--- src/hdl/ssc_pkg.sv ---
// Package for the SPI status, control and slave-select register block.
// Assumes one bus clock domain; the shift datapath lives outside this block.
package ssc_pkg;

  // ----------------------------------------------------------------------
  // Widths
  // ----------------------------------------------------------------------
  localparam int DATA_WIDTH = 32;  // Width of receive and transmit words.
  localparam int SEL_WIDTH  = 32;  // Number of select outputs.

  // ----------------------------------------------------------------------
  // Internal register addresses
  // ----------------------------------------------------------------------
  localparam logic [2:0] ADDR_RX_DATA  = 3'h0;  // Received word, read only.
  localparam logic [2:0] ADDR_TX_DATA  = 3'h1;  // Transmit holding word, write only.
  localparam logic [2:0] ADDR_STATUS   = 3'h2;  // Status flags.
  localparam logic [2:0] ADDR_CONTROL  = 3'h3;  // Interrupt enables and force-select.
  localparam logic [2:0] ADDR_SEL_MASK = 3'h5;  // Select mask.
  localparam logic [2:0] ADDR_PKT_END  = 3'h6;  // End-of-packet word.

  // ----------------------------------------------------------------------
  // Bit positions shared by status and control
  // ----------------------------------------------------------------------
  localparam int BIT_RX_OVERRUN = 3;   // Receive overrun.
  localparam int BIT_TX_OVERRUN = 4;   // Transmit overrun.
  localparam int BIT_SHIFT_EMPTY = 5;  // Shift register empty, status only.
  localparam int BIT_TX_READY   = 6;   // Transmit holding register empty.
  localparam int BIT_RX_READY   = 7;   // Receive word waiting.
  localparam int BIT_ERROR      = 8;   // Either overrun.
  localparam int BIT_PKT_END    = 9;   // End-of-packet match.
  localparam int BIT_FORCE_SEL  = 10;  // Force-select, control only.

  // ----------------------------------------------------------------------
  // Reset values
  // ----------------------------------------------------------------------
  localparam logic [10:0]           CONTROL_RESET  = 11'h000;       // All enables off.
  localparam logic [SEL_WIDTH-1:0]  SEL_MASK_RESET = 32'h00000001;  // First slave.
  localparam logic [DATA_WIDTH-1:0] WORD_RESET     = 32'h00000000;  // Data words.

  // ----------------------------------------------------------------------
  // Carrier types
  // ----------------------------------------------------------------------
  // Sticky and live status flags, grouped for the status word.
  typedef struct packed {
    logic pkt_end;
    logic rx_ready;
    logic tx_ready;
    logic shift_empty;
    logic tx_overrun;
    logic rx_overrun;
  } ssc_status_type;

  // One decoded register access.
  typedef struct packed {
    logic       rd;
    logic       wr;
    logic [2:0] addr;
  } ssc_access_type;

endpackage : ssc_pkg

--- src/hdl/ssc_regs.sv ---
// Status, control, select-mask and end-of-packet registers of an SPI core.
// Assumes the shift datapath on the same clock hands words in and out, and
// the slave select input arrives from a pin in another timing domain.
module ssc_regs
  import ssc_pkg::*;
(
  input  wire logic                  MCLK_I,         // Bus clock.
  input  wire logic                  RESETN_I,       // Synchronous reset, active low.
  input  wire logic                  CE_I,           // Clock enable, freezes all state when low.
  input  wire logic [2:0]            ADDR_I,         // Register address.
  input  wire logic                  CS_I,           // Chip select.
  input  wire logic                  RD_I,           // Read strobe.
  input  wire logic                  WR_I,           // Write strobe.
  input  wire logic [DATA_WIDTH-1:0] WDATA_I,        // Write data.
  output logic      [DATA_WIDTH-1:0] RDATA_O,        // Read data, one cycle after the read.
  input  wire logic                  MASTER_I,       // High for master configuration.
  output logic      [DATA_WIDTH-1:0] TX_DATA_O,      // Held transmit word.
  output logic                       TX_VALID_O,     // Held transmit word present.
  input  wire logic                  TX_TAKE_I,      // Datapath moves held word to shifter.
  input  wire logic                  SHIFT_BUSY_I,   // Transfer in progress.
  input  wire logic                  RX_VALID_I,     // Complete received word.
  input  wire logic [DATA_WIDTH-1:0] RX_DATA_I,      // Received word.
  input  wire logic                  SS_N_I,         // Slave select pin, active low.
  output logic      [SEL_WIDTH-1:0]  SS_N_O,         // Select outputs, active low.
  output logic                       IRQ_O           // Level interrupt request.
);

  // ----------------------------------------------------------------------
  // Declarations
  // ----------------------------------------------------------------------
  logic [10:0]           control;        // Enables and force-select.
  logic [SEL_WIDTH-1:0]  sel_mask;       // Software select mask.
  logic [SEL_WIDTH-1:0]  sel_latched;    // Mask as sampled for the outputs.
  logic [DATA_WIDTH-1:0] pkt_end_word;   // End-of-packet compare word.
  logic [DATA_WIDTH-1:0] rx_word;        // Received word register.
  logic [DATA_WIDTH-1:0] tx_word;        // Transmit holding word.
  logic                  tx_full;        // Holding register occupied.
  logic                  rx_full;        // Unread received word.
  logic                  rx_overrun;     // Sticky receive overrun.
  logic                  tx_overrun;     // Sticky transmit overrun.
  logic                  pkt_end;        // Sticky end-of-packet match.
  logic                  force_prev;     // Force-select of the previous cycle.
  logic                  ss_meta;        // First synchroniser stage.
  logic                  ss_sync;        // Synchronised slave select.
  ssc_access_type        acc;            // Decoded access.
  ssc_status_type        stat;           // Status flag group.
  logic [DATA_WIDTH-1:0] status_word;    // Status as read.
  logic [DATA_WIDTH-1:0] next_rdata;     // Read mux output.
  logic [SEL_WIDTH-1:0]  next_latched;   // Next sampled mask.
  logic [SEL_WIDTH-1:0]  sel_enable;     // Replicated select enable.
  logic [10:0]           irq_sources;    // Flags gated by enables.
  logic                  rd_rx;          // Read of the received word.
  logic                  wr_tx;          // Write of the transmit word.
  logic                  wr_status;      // Any status write.
  logic                  tx_accept;      // Transmit write accepted.
  logic                  tx_reject;      // Transmit write refused.
  logic                  rx_lost;        // Arrival over an unread word.
  logic                  pkt_hit;        // End-of-packet match this cycle.
  logic                  sel_sample;     // Mask sample moment.
  logic                  sel_drive;      // Select outputs active.

  // Decodes an access of one kind to one address.
  function automatic logic hit(input ssc_access_type a, input logic [2:0] where, input logic is_wr);
    hit = (a.addr == where) && (is_wr ? a.wr : a.rd);
  endfunction : hit

  // ----------------------------------------------------------------------
  // Access decode
  // ----------------------------------------------------------------------
  assign acc.rd   = CS_I & RD_I & CE_I;
  assign acc.wr   = CS_I & WR_I & CE_I;
  assign acc.addr = ADDR_I;

  assign rd_rx     = hit(acc, ADDR_RX_DATA, 1'b0);
  assign wr_tx     = hit(acc, ADDR_TX_DATA, 1'b1);
  assign wr_status = hit(acc, ADDR_STATUS, 1'b1);

  // Writes to the received word address are simply not decoded.
  assign tx_accept = wr_tx & ~tx_full;
  assign tx_reject = wr_tx & tx_full;
  assign rx_lost   = RX_VALID_I & CE_I & rx_full & ~rd_rx;
  assign pkt_hit   = (rd_rx && rx_word == pkt_end_word) ||
                     (wr_tx && WDATA_I == pkt_end_word);

  // ----------------------------------------------------------------------
  // Status word
  // ----------------------------------------------------------------------
  assign stat.rx_overrun  = rx_overrun;
  assign stat.tx_overrun  = tx_overrun;
  assign stat.tx_ready    = ~tx_full;
  assign stat.rx_ready    = rx_full;
  assign stat.pkt_end     = pkt_end;
  // Master: empty when no shift runs. Slave: not empty when selected or
  // when an unread word blocks the receive side.
  assign stat.shift_empty = MASTER_I ? ~SHIFT_BUSY_I
                                     : ~(~ss_sync | rx_full);

  // Reading the status word has no side effect on any flag.
  always_comb begin
    status_word                  = '0;
    status_word[BIT_RX_OVERRUN]  = stat.rx_overrun;
    status_word[BIT_TX_OVERRUN]  = stat.tx_overrun;
    status_word[BIT_SHIFT_EMPTY] = stat.shift_empty;
    status_word[BIT_TX_READY]    = stat.tx_ready;
    status_word[BIT_RX_READY]    = stat.rx_ready;
    status_word[BIT_ERROR]       = stat.rx_overrun | stat.tx_overrun;
    status_word[BIT_PKT_END]     = stat.pkt_end;
  end

  // ----------------------------------------------------------------------
  // Read mux
  // ----------------------------------------------------------------------
  // Unmapped addresses and the write-only word read as zero.
  always_comb begin
    case (ADDR_I)
      ADDR_RX_DATA:  next_rdata = rx_word;
      ADDR_STATUS:   next_rdata = status_word;
      ADDR_CONTROL:  next_rdata = {21'h000000, control};
      ADDR_SEL_MASK: next_rdata = sel_mask;
      ADDR_PKT_END:  next_rdata = pkt_end_word;
      default:       next_rdata = '0;
    endcase
  end

  // Registered read data; holds its value between reads.
  always_ff @(posedge MCLK_I) begin
    if (!RESETN_I) begin
      RDATA_O <= WORD_RESET;
    end else if (acc.rd) begin
      RDATA_O <= next_rdata;
    end
  end

  // ----------------------------------------------------------------------
  // Software registers
  // ----------------------------------------------------------------------
  // Control, select mask and packet-end word; only writes change them.
  always_ff @(posedge MCLK_I) begin
    if (!RESETN_I) begin
      control      <= CONTROL_RESET;
      sel_mask     <= SEL_MASK_RESET;
      pkt_end_word <= WORD_RESET;
    end else begin
      if (hit(acc, ADDR_CONTROL, 1'b1)) begin
        control <= WDATA_I[10:0];
      end
      if (hit(acc, ADDR_SEL_MASK, 1'b1)) begin
        sel_mask <= WDATA_I;
      end
      if (hit(acc, ADDR_PKT_END, 1'b1)) begin
        pkt_end_word <= WDATA_I;
      end
    end
  end

  // ----------------------------------------------------------------------
  // Transmit holding register
  // ----------------------------------------------------------------------
  // A refused write leaves the held word alone; the datapath take frees it.
  always_ff @(posedge MCLK_I) begin
    if (!RESETN_I) begin
      tx_word <= WORD_RESET;
      tx_full <= 1'b0;
    end else if (CE_I) begin
      if (tx_accept) begin
        tx_word <= WDATA_I;
        tx_full <= 1'b1;
      end else if (TX_TAKE_I) begin
        tx_full <= 1'b0;
      end
    end
  end

  assign TX_DATA_O  = tx_word;
  assign TX_VALID_O = tx_full;

  // ----------------------------------------------------------------------
  // Receive register
  // ----------------------------------------------------------------------
  // New words always replace the old one; an arrival in the read cycle wins.
  always_ff @(posedge MCLK_I) begin
    if (!RESETN_I) begin
      rx_word <= WORD_RESET;
      rx_full <= 1'b0;
    end else if (CE_I) begin
      if (RX_VALID_I) begin
        rx_word <= RX_DATA_I;
        rx_full <= 1'b1;
      end else if (rd_rx) begin
        rx_full <= 1'b0;
      end
    end
  end

  // ----------------------------------------------------------------------
  // Sticky flags
  // ----------------------------------------------------------------------
  // A status write clears them, but an event in the same cycle sets them.
  always_ff @(posedge MCLK_I) begin
    if (!RESETN_I) begin
      rx_overrun <= 1'b0;
      tx_overrun <= 1'b0;
      pkt_end    <= 1'b0;
    end else if (CE_I) begin
      rx_overrun <= rx_lost | (rx_overrun & ~wr_status);
      tx_overrun <= tx_reject | (tx_overrun & ~wr_status);
      pkt_end    <= pkt_hit | (pkt_end & ~wr_status);
    end
  end

  // ----------------------------------------------------------------------
  // Interrupt
  // ----------------------------------------------------------------------
  // Each status bit except shift-empty pairs with the control bit at the same position.
  assign irq_sources = status_word[10:0] & control & 11'h3D8;

  // Level output, held while any enabled flag stays set.
  always_ff @(posedge MCLK_I) begin
    if (!RESETN_I) begin
      IRQ_O <= 1'b0;
    end else if (CE_I) begin
      IRQ_O <= |irq_sources;
    end
  end

  // ----------------------------------------------------------------------
  // Slave select
  // ----------------------------------------------------------------------
  // Two-stage synchroniser for the select pin.
  always_ff @(posedge MCLK_I) begin
    if (!RESETN_I) begin
      ss_meta <= 1'b1;
      ss_sync <= 1'b1;
    end else if (CE_I) begin
      ss_meta <= SS_N_I;
      ss_sync <= ss_meta;
    end
  end

  // The mask is copied only at a transfer start or a force-select rise,
  // so software may rewrite it mid-transfer without glitching selects.
  assign sel_sample   = CE_I & (TX_TAKE_I | (control[BIT_FORCE_SEL] & ~force_prev));
  assign next_latched = sel_sample ? sel_mask : sel_latched;
  assign sel_drive    = MASTER_I & (control[BIT_FORCE_SEL] | SHIFT_BUSY_I);
  assign sel_enable   = {SEL_WIDTH{sel_drive}};

  // Latched mask and registered active-low outputs; slaves drive none.
  always_ff @(posedge MCLK_I) begin
    if (!RESETN_I) begin
      sel_latched <= SEL_MASK_RESET;
      force_prev  <= 1'b0;
      SS_N_O      <= '1;
    end else if (CE_I) begin
      sel_latched <= next_latched;
      force_prev  <= control[BIT_FORCE_SEL];
      SS_N_O      <= ~(next_latched & sel_enable);
    end
  end

  // ----------------------------------------------------------------------
  // Assertions
  // ----------------------------------------------------------------------
  a_error_or: assert property (@(posedge MCLK_I) disable iff (!RESETN_I)
    status_word[BIT_ERROR] == (rx_overrun | tx_overrun))
    else $error("Error flag differs from overrun OR.");

  a_rx_overrun: assert property (@(posedge MCLK_I) disable iff (!RESETN_I)
    (CE_I && RX_VALID_I && rx_full && !rd_rx) |=> (rx_overrun && rx_word == $past(RX_DATA_I)))
    else $error("Receive overrun not flagged or word not replaced.");

  a_status_clear: assert property (@(posedge MCLK_I) disable iff (!RESETN_I)
    (wr_status && !rx_lost && !tx_reject) |=> (!rx_overrun && !tx_overrun && !status_word[BIT_ERROR]))
    else $error("Status write did not clear error flags.");

  a_tx_discard: assert property (@(posedge MCLK_I) disable iff (!RESETN_I)
    (wr_tx && tx_full) |=> (tx_overrun && $stable(tx_word)))
    else $error("Refused transmit write changed the held word.");

  a_tx_taken: assert property (@(posedge MCLK_I) disable iff (!RESETN_I)
    (wr_tx && !tx_full) |=> (!stat.tx_ready && tx_word == $past(WDATA_I)))
    else $error("Accepted transmit write left tx-ready high.");

  a_rx_read: assert property (@(posedge MCLK_I) disable iff (!RESETN_I)
    (rd_rx && !RX_VALID_I) |=> !rx_full)
    else $error("Receive read did not clear rx-ready.");

  a_irq_level: assert property (@(posedge MCLK_I) disable iff (!RESETN_I)
    (CE_I && (irq_sources != 11'h000)) |=> IRQ_O)
    else $error("Enabled flag did not raise interrupt.");

  a_force_sel: assert property (@(posedge MCLK_I) disable iff (!RESETN_I)
    (CE_I && MASTER_I && control[BIT_FORCE_SEL]) |=> (SS_N_O == ~sel_latched))
    else $error("Force-select did not drive masked selects.");

  a_mask_hold: assert property (@(posedge MCLK_I) disable iff (!RESETN_I)
    !sel_sample |=> $stable(sel_latched))
    else $error("Select mask sampled outside its moments.");

  a_ctrl_read: assert property (@(posedge MCLK_I) disable iff (!RESETN_I)
    (acc.rd && !acc.wr) |=> $stable(control))
    else $error("Control read altered control.");

  // A running master shift or a selected slave must never read as empty.
  a_shift_empty: assert property (@(posedge MCLK_I) disable iff (!RESETN_I)
    ((MASTER_I && SHIFT_BUSY_I) || (!MASTER_I && !ss_sync)) |-> !status_word[BIT_SHIFT_EMPTY])
    else $error("Shift-empty flag high while shifting or selected.");

  // A transmit word equal to the compare word leaves the packet-end flag set.
  a_pkt_match: assert property (@(posedge MCLK_I) disable iff (!RESETN_I)
    (wr_tx && WDATA_I == pkt_end_word) |=> pkt_end)
    else $error("Matching transmit word did not set packet-end.");

  // In slave configuration no select output may be driven active.
  a_slave_quiet: assert property (@(posedge MCLK_I) disable iff (!RESETN_I)
    (CE_I && !MASTER_I) |=> (&SS_N_O))
    else $error("Select output active in slave configuration.");

  c_rx_overrun: cover property (@(posedge MCLK_I) disable iff (!RESETN_I) rx_lost);
  c_tx_reject:  cover property (@(posedge MCLK_I) disable iff (!RESETN_I) tx_reject);
  c_pkt_end:    cover property (@(posedge MCLK_I) disable iff (!RESETN_I) pkt_hit ##1 IRQ_O);
  c_force_sel:  cover property (@(posedge MCLK_I) disable iff (!RESETN_I) sel_sample && !TX_TAKE_I);

endmodule : ssc_regs

--- config.mk ---
export PLATFORM = sky130hd
export DESIGN_NAME = ssc_regs
export DESIGN_NICKNAME = d
export VERILOG_FILES = /design/src/hdl/ssc_pkg.sv /design/src/hdl/ssc_regs.sv
export SDC_FILE = /design/constraint.sdc
export NUM_CORES = 1
export LEC_CHECK = 0
export BUFFER_PORTS_ARGS = -buffer_cell sky130_fd_sc_hd__buf_4
export CORE_ASPECT_RATIO = 1.1
export CORE_UTILIZATION = 60
export CTS_BUF_LIST = sky130_fd_sc_hd__clkbuf_4 sky130_fd_sc_hd__clkbuf_8
export CTS_CLUSTER_DIAMETER = 80
export CTS_CLUSTER_SIZE = 10
export DETAILED_ROUTE_END_ITERATION = 6
export PLACE_DENSITY = 0.95
export SKIP_LAST_GASP = 1
export SYNTH_ARGS = -nofsm -noshare
export SYNTH_HDL_FRONTEND = slang
export SYNTH_SLANG_ARGS = --single-unit
--- constraint.sdc ---
create_clock -name MCLK_I -period 2.9 [get_ports MCLK_I]
set_clock_uncertainty 0.05 [all_clocks]
set_input_delay 0.145 -clock MCLK_I [delete_from_list [all_inputs] [get_ports MCLK_I]]
set_output_delay 0.145 -clock MCLK_I [all_outputs]
set_load 0.005 [all_outputs]
==> summary.md <==
| Metric | Value |
|---|---|
| Pre-Repair DR Iteration Count | `6` |
| FF-to-FF End | `SS_N_O[9]` |
| Net Sw Frac | `about a quarter` |
| Library cells used by synthesis | `between 40 and 50` |
| Largest net degree at the start of global routing | `77` |
| Tightest Pin Transition | `between 1 and 1.5 ns` |
| Vias in the first global route | `about 9,500` |
| Setup_tns | `0 ns` |
| Die width | `between 100 and 150 um` |
| IO Count | `176` |
| Area grow syn2layout | `23.91%` |
| Initial antenna violation count | `0` |
| Register area share after synthesis | `between 40 and 50%` |
| CTS resizes | `0` |
| WHS Path Cells | `5` |
| Reg-to-Reg Start | `control[10]` |
| Crit start category | `input pin` |
| F_max | `roughly 490 MHz` |
| Max Cap Viol | `0` |
| Worst setup slack after layout | `0.8694 ns` |
| Register area | `just under 5000 um2` |
| Post-synth EDFFs | `0` |
| Leakage | `~4.7 nW` |
| Setup violators final | `0` |
| Tmin final | `2.031 ns` |
| Crit path arrival time | `~2.5 ns` |
| Setup WS pre-CTS | `~0.6 ns` |
| Core area | `approximately 17,000 um2` |
| R2r worst-path depth | `6` |
| H-tree levels | `1` |
| Skew-Pair Late Insertion Delay | `around 0.59 ns` |
| Max Fanout on Critical Path | `30` |
| Avg WL per Cell | `about 20 um` |
| Max-Slew Margin vs Limit | `a little under 20%` |
| Placer Congestion | `between 0.9 and 1` |
| Hold_sp | `RX_VALID_I` |
| Status | `complete, no violations` |
| DRC violations left | `0` |
| Main synth FF type | `dfxtp_1` |
| Vias per inst | `6.021` |
| Sequential Power Share | `roughly 57%` |
| DIE HEIGHT | `139.4 um` |
| Final Hold Viols | `0` |
| DR iter-0 viols | `between 1,000 and 1,500` |
| Yosys warns | `0` |
| Area leader, netlist | `dfxtp_1` |
| Clock buffer depth | `3` |
| Maximum vdd ir drop | `0.3701 mV` |
| Row cnt | `49` |
| Post-Syn Instances | `approximately 1,200` |
| HPWL Detailed | `approximately 21 mm` |
| Final ANT Viol Nets | `0` |
| Die area | `approximately 18,000 um2` |
| Synthesized area | `10,300 um2` |
| RSZ-0062 raised after global routing | `false` |
| Multi-input logic area | `approximately 5000 um2` |
| Top-area cell type share of the netlist area | `between 40% and 50%` |
| Layout cells sized above 1 | `around 17%` |
| Syn_nets | `about 1,300` |
| R2R setup slack | `~0.90 ns` |
| Worst Setup End Kind | `flop` |
| Power Dens Cells | `about 470 nW/um2` |
| Worst EP required | `approximately 3.4 ns` |
| DR vias | `9,803` |
| #FFs+latches synth | `~240` |
| Period utilisation layout | `70.02%` |
| Worst hold endpoint | `rx_word[30]` |
| Mean post-synth cell area | `between 8 and 9 um2` |
| Synth async-reset ratio | `0%` |
| Ranking of synthesized cells by area | `dfxtp_1 (47%), nand2_1 (13%), a21boi_0 (7.3%)` |
| CTS tree | `built` |
| WL final | `32.38 mm` |
| Tot GR Track Use | `between 30% and 40%` |
| P_int | `between 0.004 and 0.005 W` |
| Worst Hold Class | `in -> reg` |
| Clk slew on worst S/H paths | `0.08 ns` |
| Max Slew Vio Count | `0` |
| Gate power share | `under 10%` |
| CTS Sinks | `around 240` |
| Share of power burned in the clock network | `approximately a third` |
| Filler Cell Count | `1,131` |
| NetSw | `around 0.0015 W` |
| ANT cells | `0` |
| Initial Util | `between 60% and 70%` |
| First-pass GRT wire length | `approximately 50 mm` |
| Clock Tree Root | `clkbuf_8` |
| PortBufs | `~180` |
| Total grt overflow | `0` |
| Setup Crit Path Kind | `in -> reg` |
| TritonCTS buffer count | `28` |
| Fin nets | `between 1,500 and 2,000` |
[power by group through the flow]
stage	logic, W	registers, W	clock network, W
after floorplan	0.000275	0.00349	0
after global placement	0.000478	0.00351	0
after detailed placement	0.000482	0.00351	0
after CTS	0.000560	0.00343	0.00202
after global routing	0.000616	0.00344	0.00215
final	0.000587	0.00344	0.00203
[worst max-delay path: stages]
cell	delay (ns)
dlygate4sd3_1	0.53
buf_4	0.22
nand3_2	0.09
a21oi_1	0.13
o31a_1	0.96
a22oi_1	0.15
nor2b_1	0.24
[cell usage after synthesis (2+ instances only)]
cell      count
clkbuf_1     50
mux2i_1      15
a311oi_1      5
nor3_1        3
inv_1         2
xor2_1       27
a21boi_0    100
mux2_2        4
nor2b_1      48
nand4_1       9
o31ai_1       2
nand2_1     354
and3_1        5
o21ai_0      25
a21boi_1     58
buf_4         3
a221o_1       2
nor4_1        7
nor2_1       44
buf_2        35
and2_1        5
a21oi_1      38
xnor2_1      37
a221oi_1     16
nand3_1       7
a22oi_1      50
nand2b_1      3
dfxtp_1     244
o21ai_1       2
a32oi_1       2
[metal layers]
layer	share of wire (%)	vias up	GRT usage, %
met5	0	-	0
met4	4.2	0	16.10
met3	9.9	119	5.383
met2	46	626	58.56
met1	40	4561	47.52
li1	-	4497	-
[layout make-up]
class,instances,area share [%]
clock buffers,28,3.020
clock inverters,2,0.1373
inverters,3,0.08824
multi-input cells,881,39.36
flip-flops and latches,244,38.28
well taps,204,2.000
repair buffers,266,17.12
[state kept, by name, indices dropped and copies added (netlist names), 11 cells and up]
| name | flops |
|---|---|
| RDATA_O | 32 |
| SS_N_O | 32 |
| TX_DATA_O | 32 |
| pkt_end_word | 32 |
| rx_word | 32 |
| sel_latched | 32 |
| sel_mask | 32 |
| control | 11 |
[stage by stage]
stage | utilization, % | area, um2 | total power [W] | instances | hold WS [ns]
2_1_floorplan | - | 10300 | 0.003768 | 1217 | 0.2190
3_3_place_gp | 70.42 | 11660 | 0.003987 | 1528 | 0.3180
3_5_place_dp | 70.42 | 11660 | 0.003993 | 1528 | 0.3340
4_1_cts | 77.09 | 12760 | 0.006011 | 1628 | 0.08122
5_1_grt | 77.09 | 12760 | 0.006205 | 1628 | 0.1367
6_report | 77.09 | 12760 | 0.006053 | 1628 | 0.1095
[placed cells by master (no fill, tap or decap), types with 27 or more instances in the layout]
master / count
a22oi_1: 50
nand2_1: 354
xnor2_1: 37
a21boi_1: 58
nor2_1: 44
a21oi_1: 38
buf_4: 195
dlygate4sd3_1: 70
clkbuf_8: 28
nor2b_1: 46
a21boi_0: 100
dfxtp_1: 244
xor2_1: 27
[worst max path at each step]
stage,start,to,slack [ns],cells past startpoint
final,CE_I,RDATA_O[17],0.87,7
after global routing,CE_I,RDATA_O[6],0.75,7
after CTS,CE_I,RDATA_O[31],0.91,7
after detailed placement,ADDR_I[0],RDATA_O[0],0.62,7
after global placement,ADDR_I[0],RDATA_O[6],0.65,7
after floorplan,rx_full,RDATA_O[5],1.37,5
[what timing repair did]
item                       CTS  global route
hold endpoints to repair   145             0
hold buffers                70             0
setup buffers                0             0
setup endpoints to repair    0             0
[logic make-up (layout without fill, tap and decap cells)]
logic type                after synthesis  in the layout  share of synthesized area, %
muxes                                  19             19                         1.895
AOI/OAI and AO/OA                     307            307                         21.16
DFF                                   244            244                         47.43
buffers and inverters                  92            299                         3.888
xor gates and xnor gates               64             64                         5.443
and+or+nand+nor                       491            491                         20.18
No activity file was read; power rests on OpenSTA's default activity.
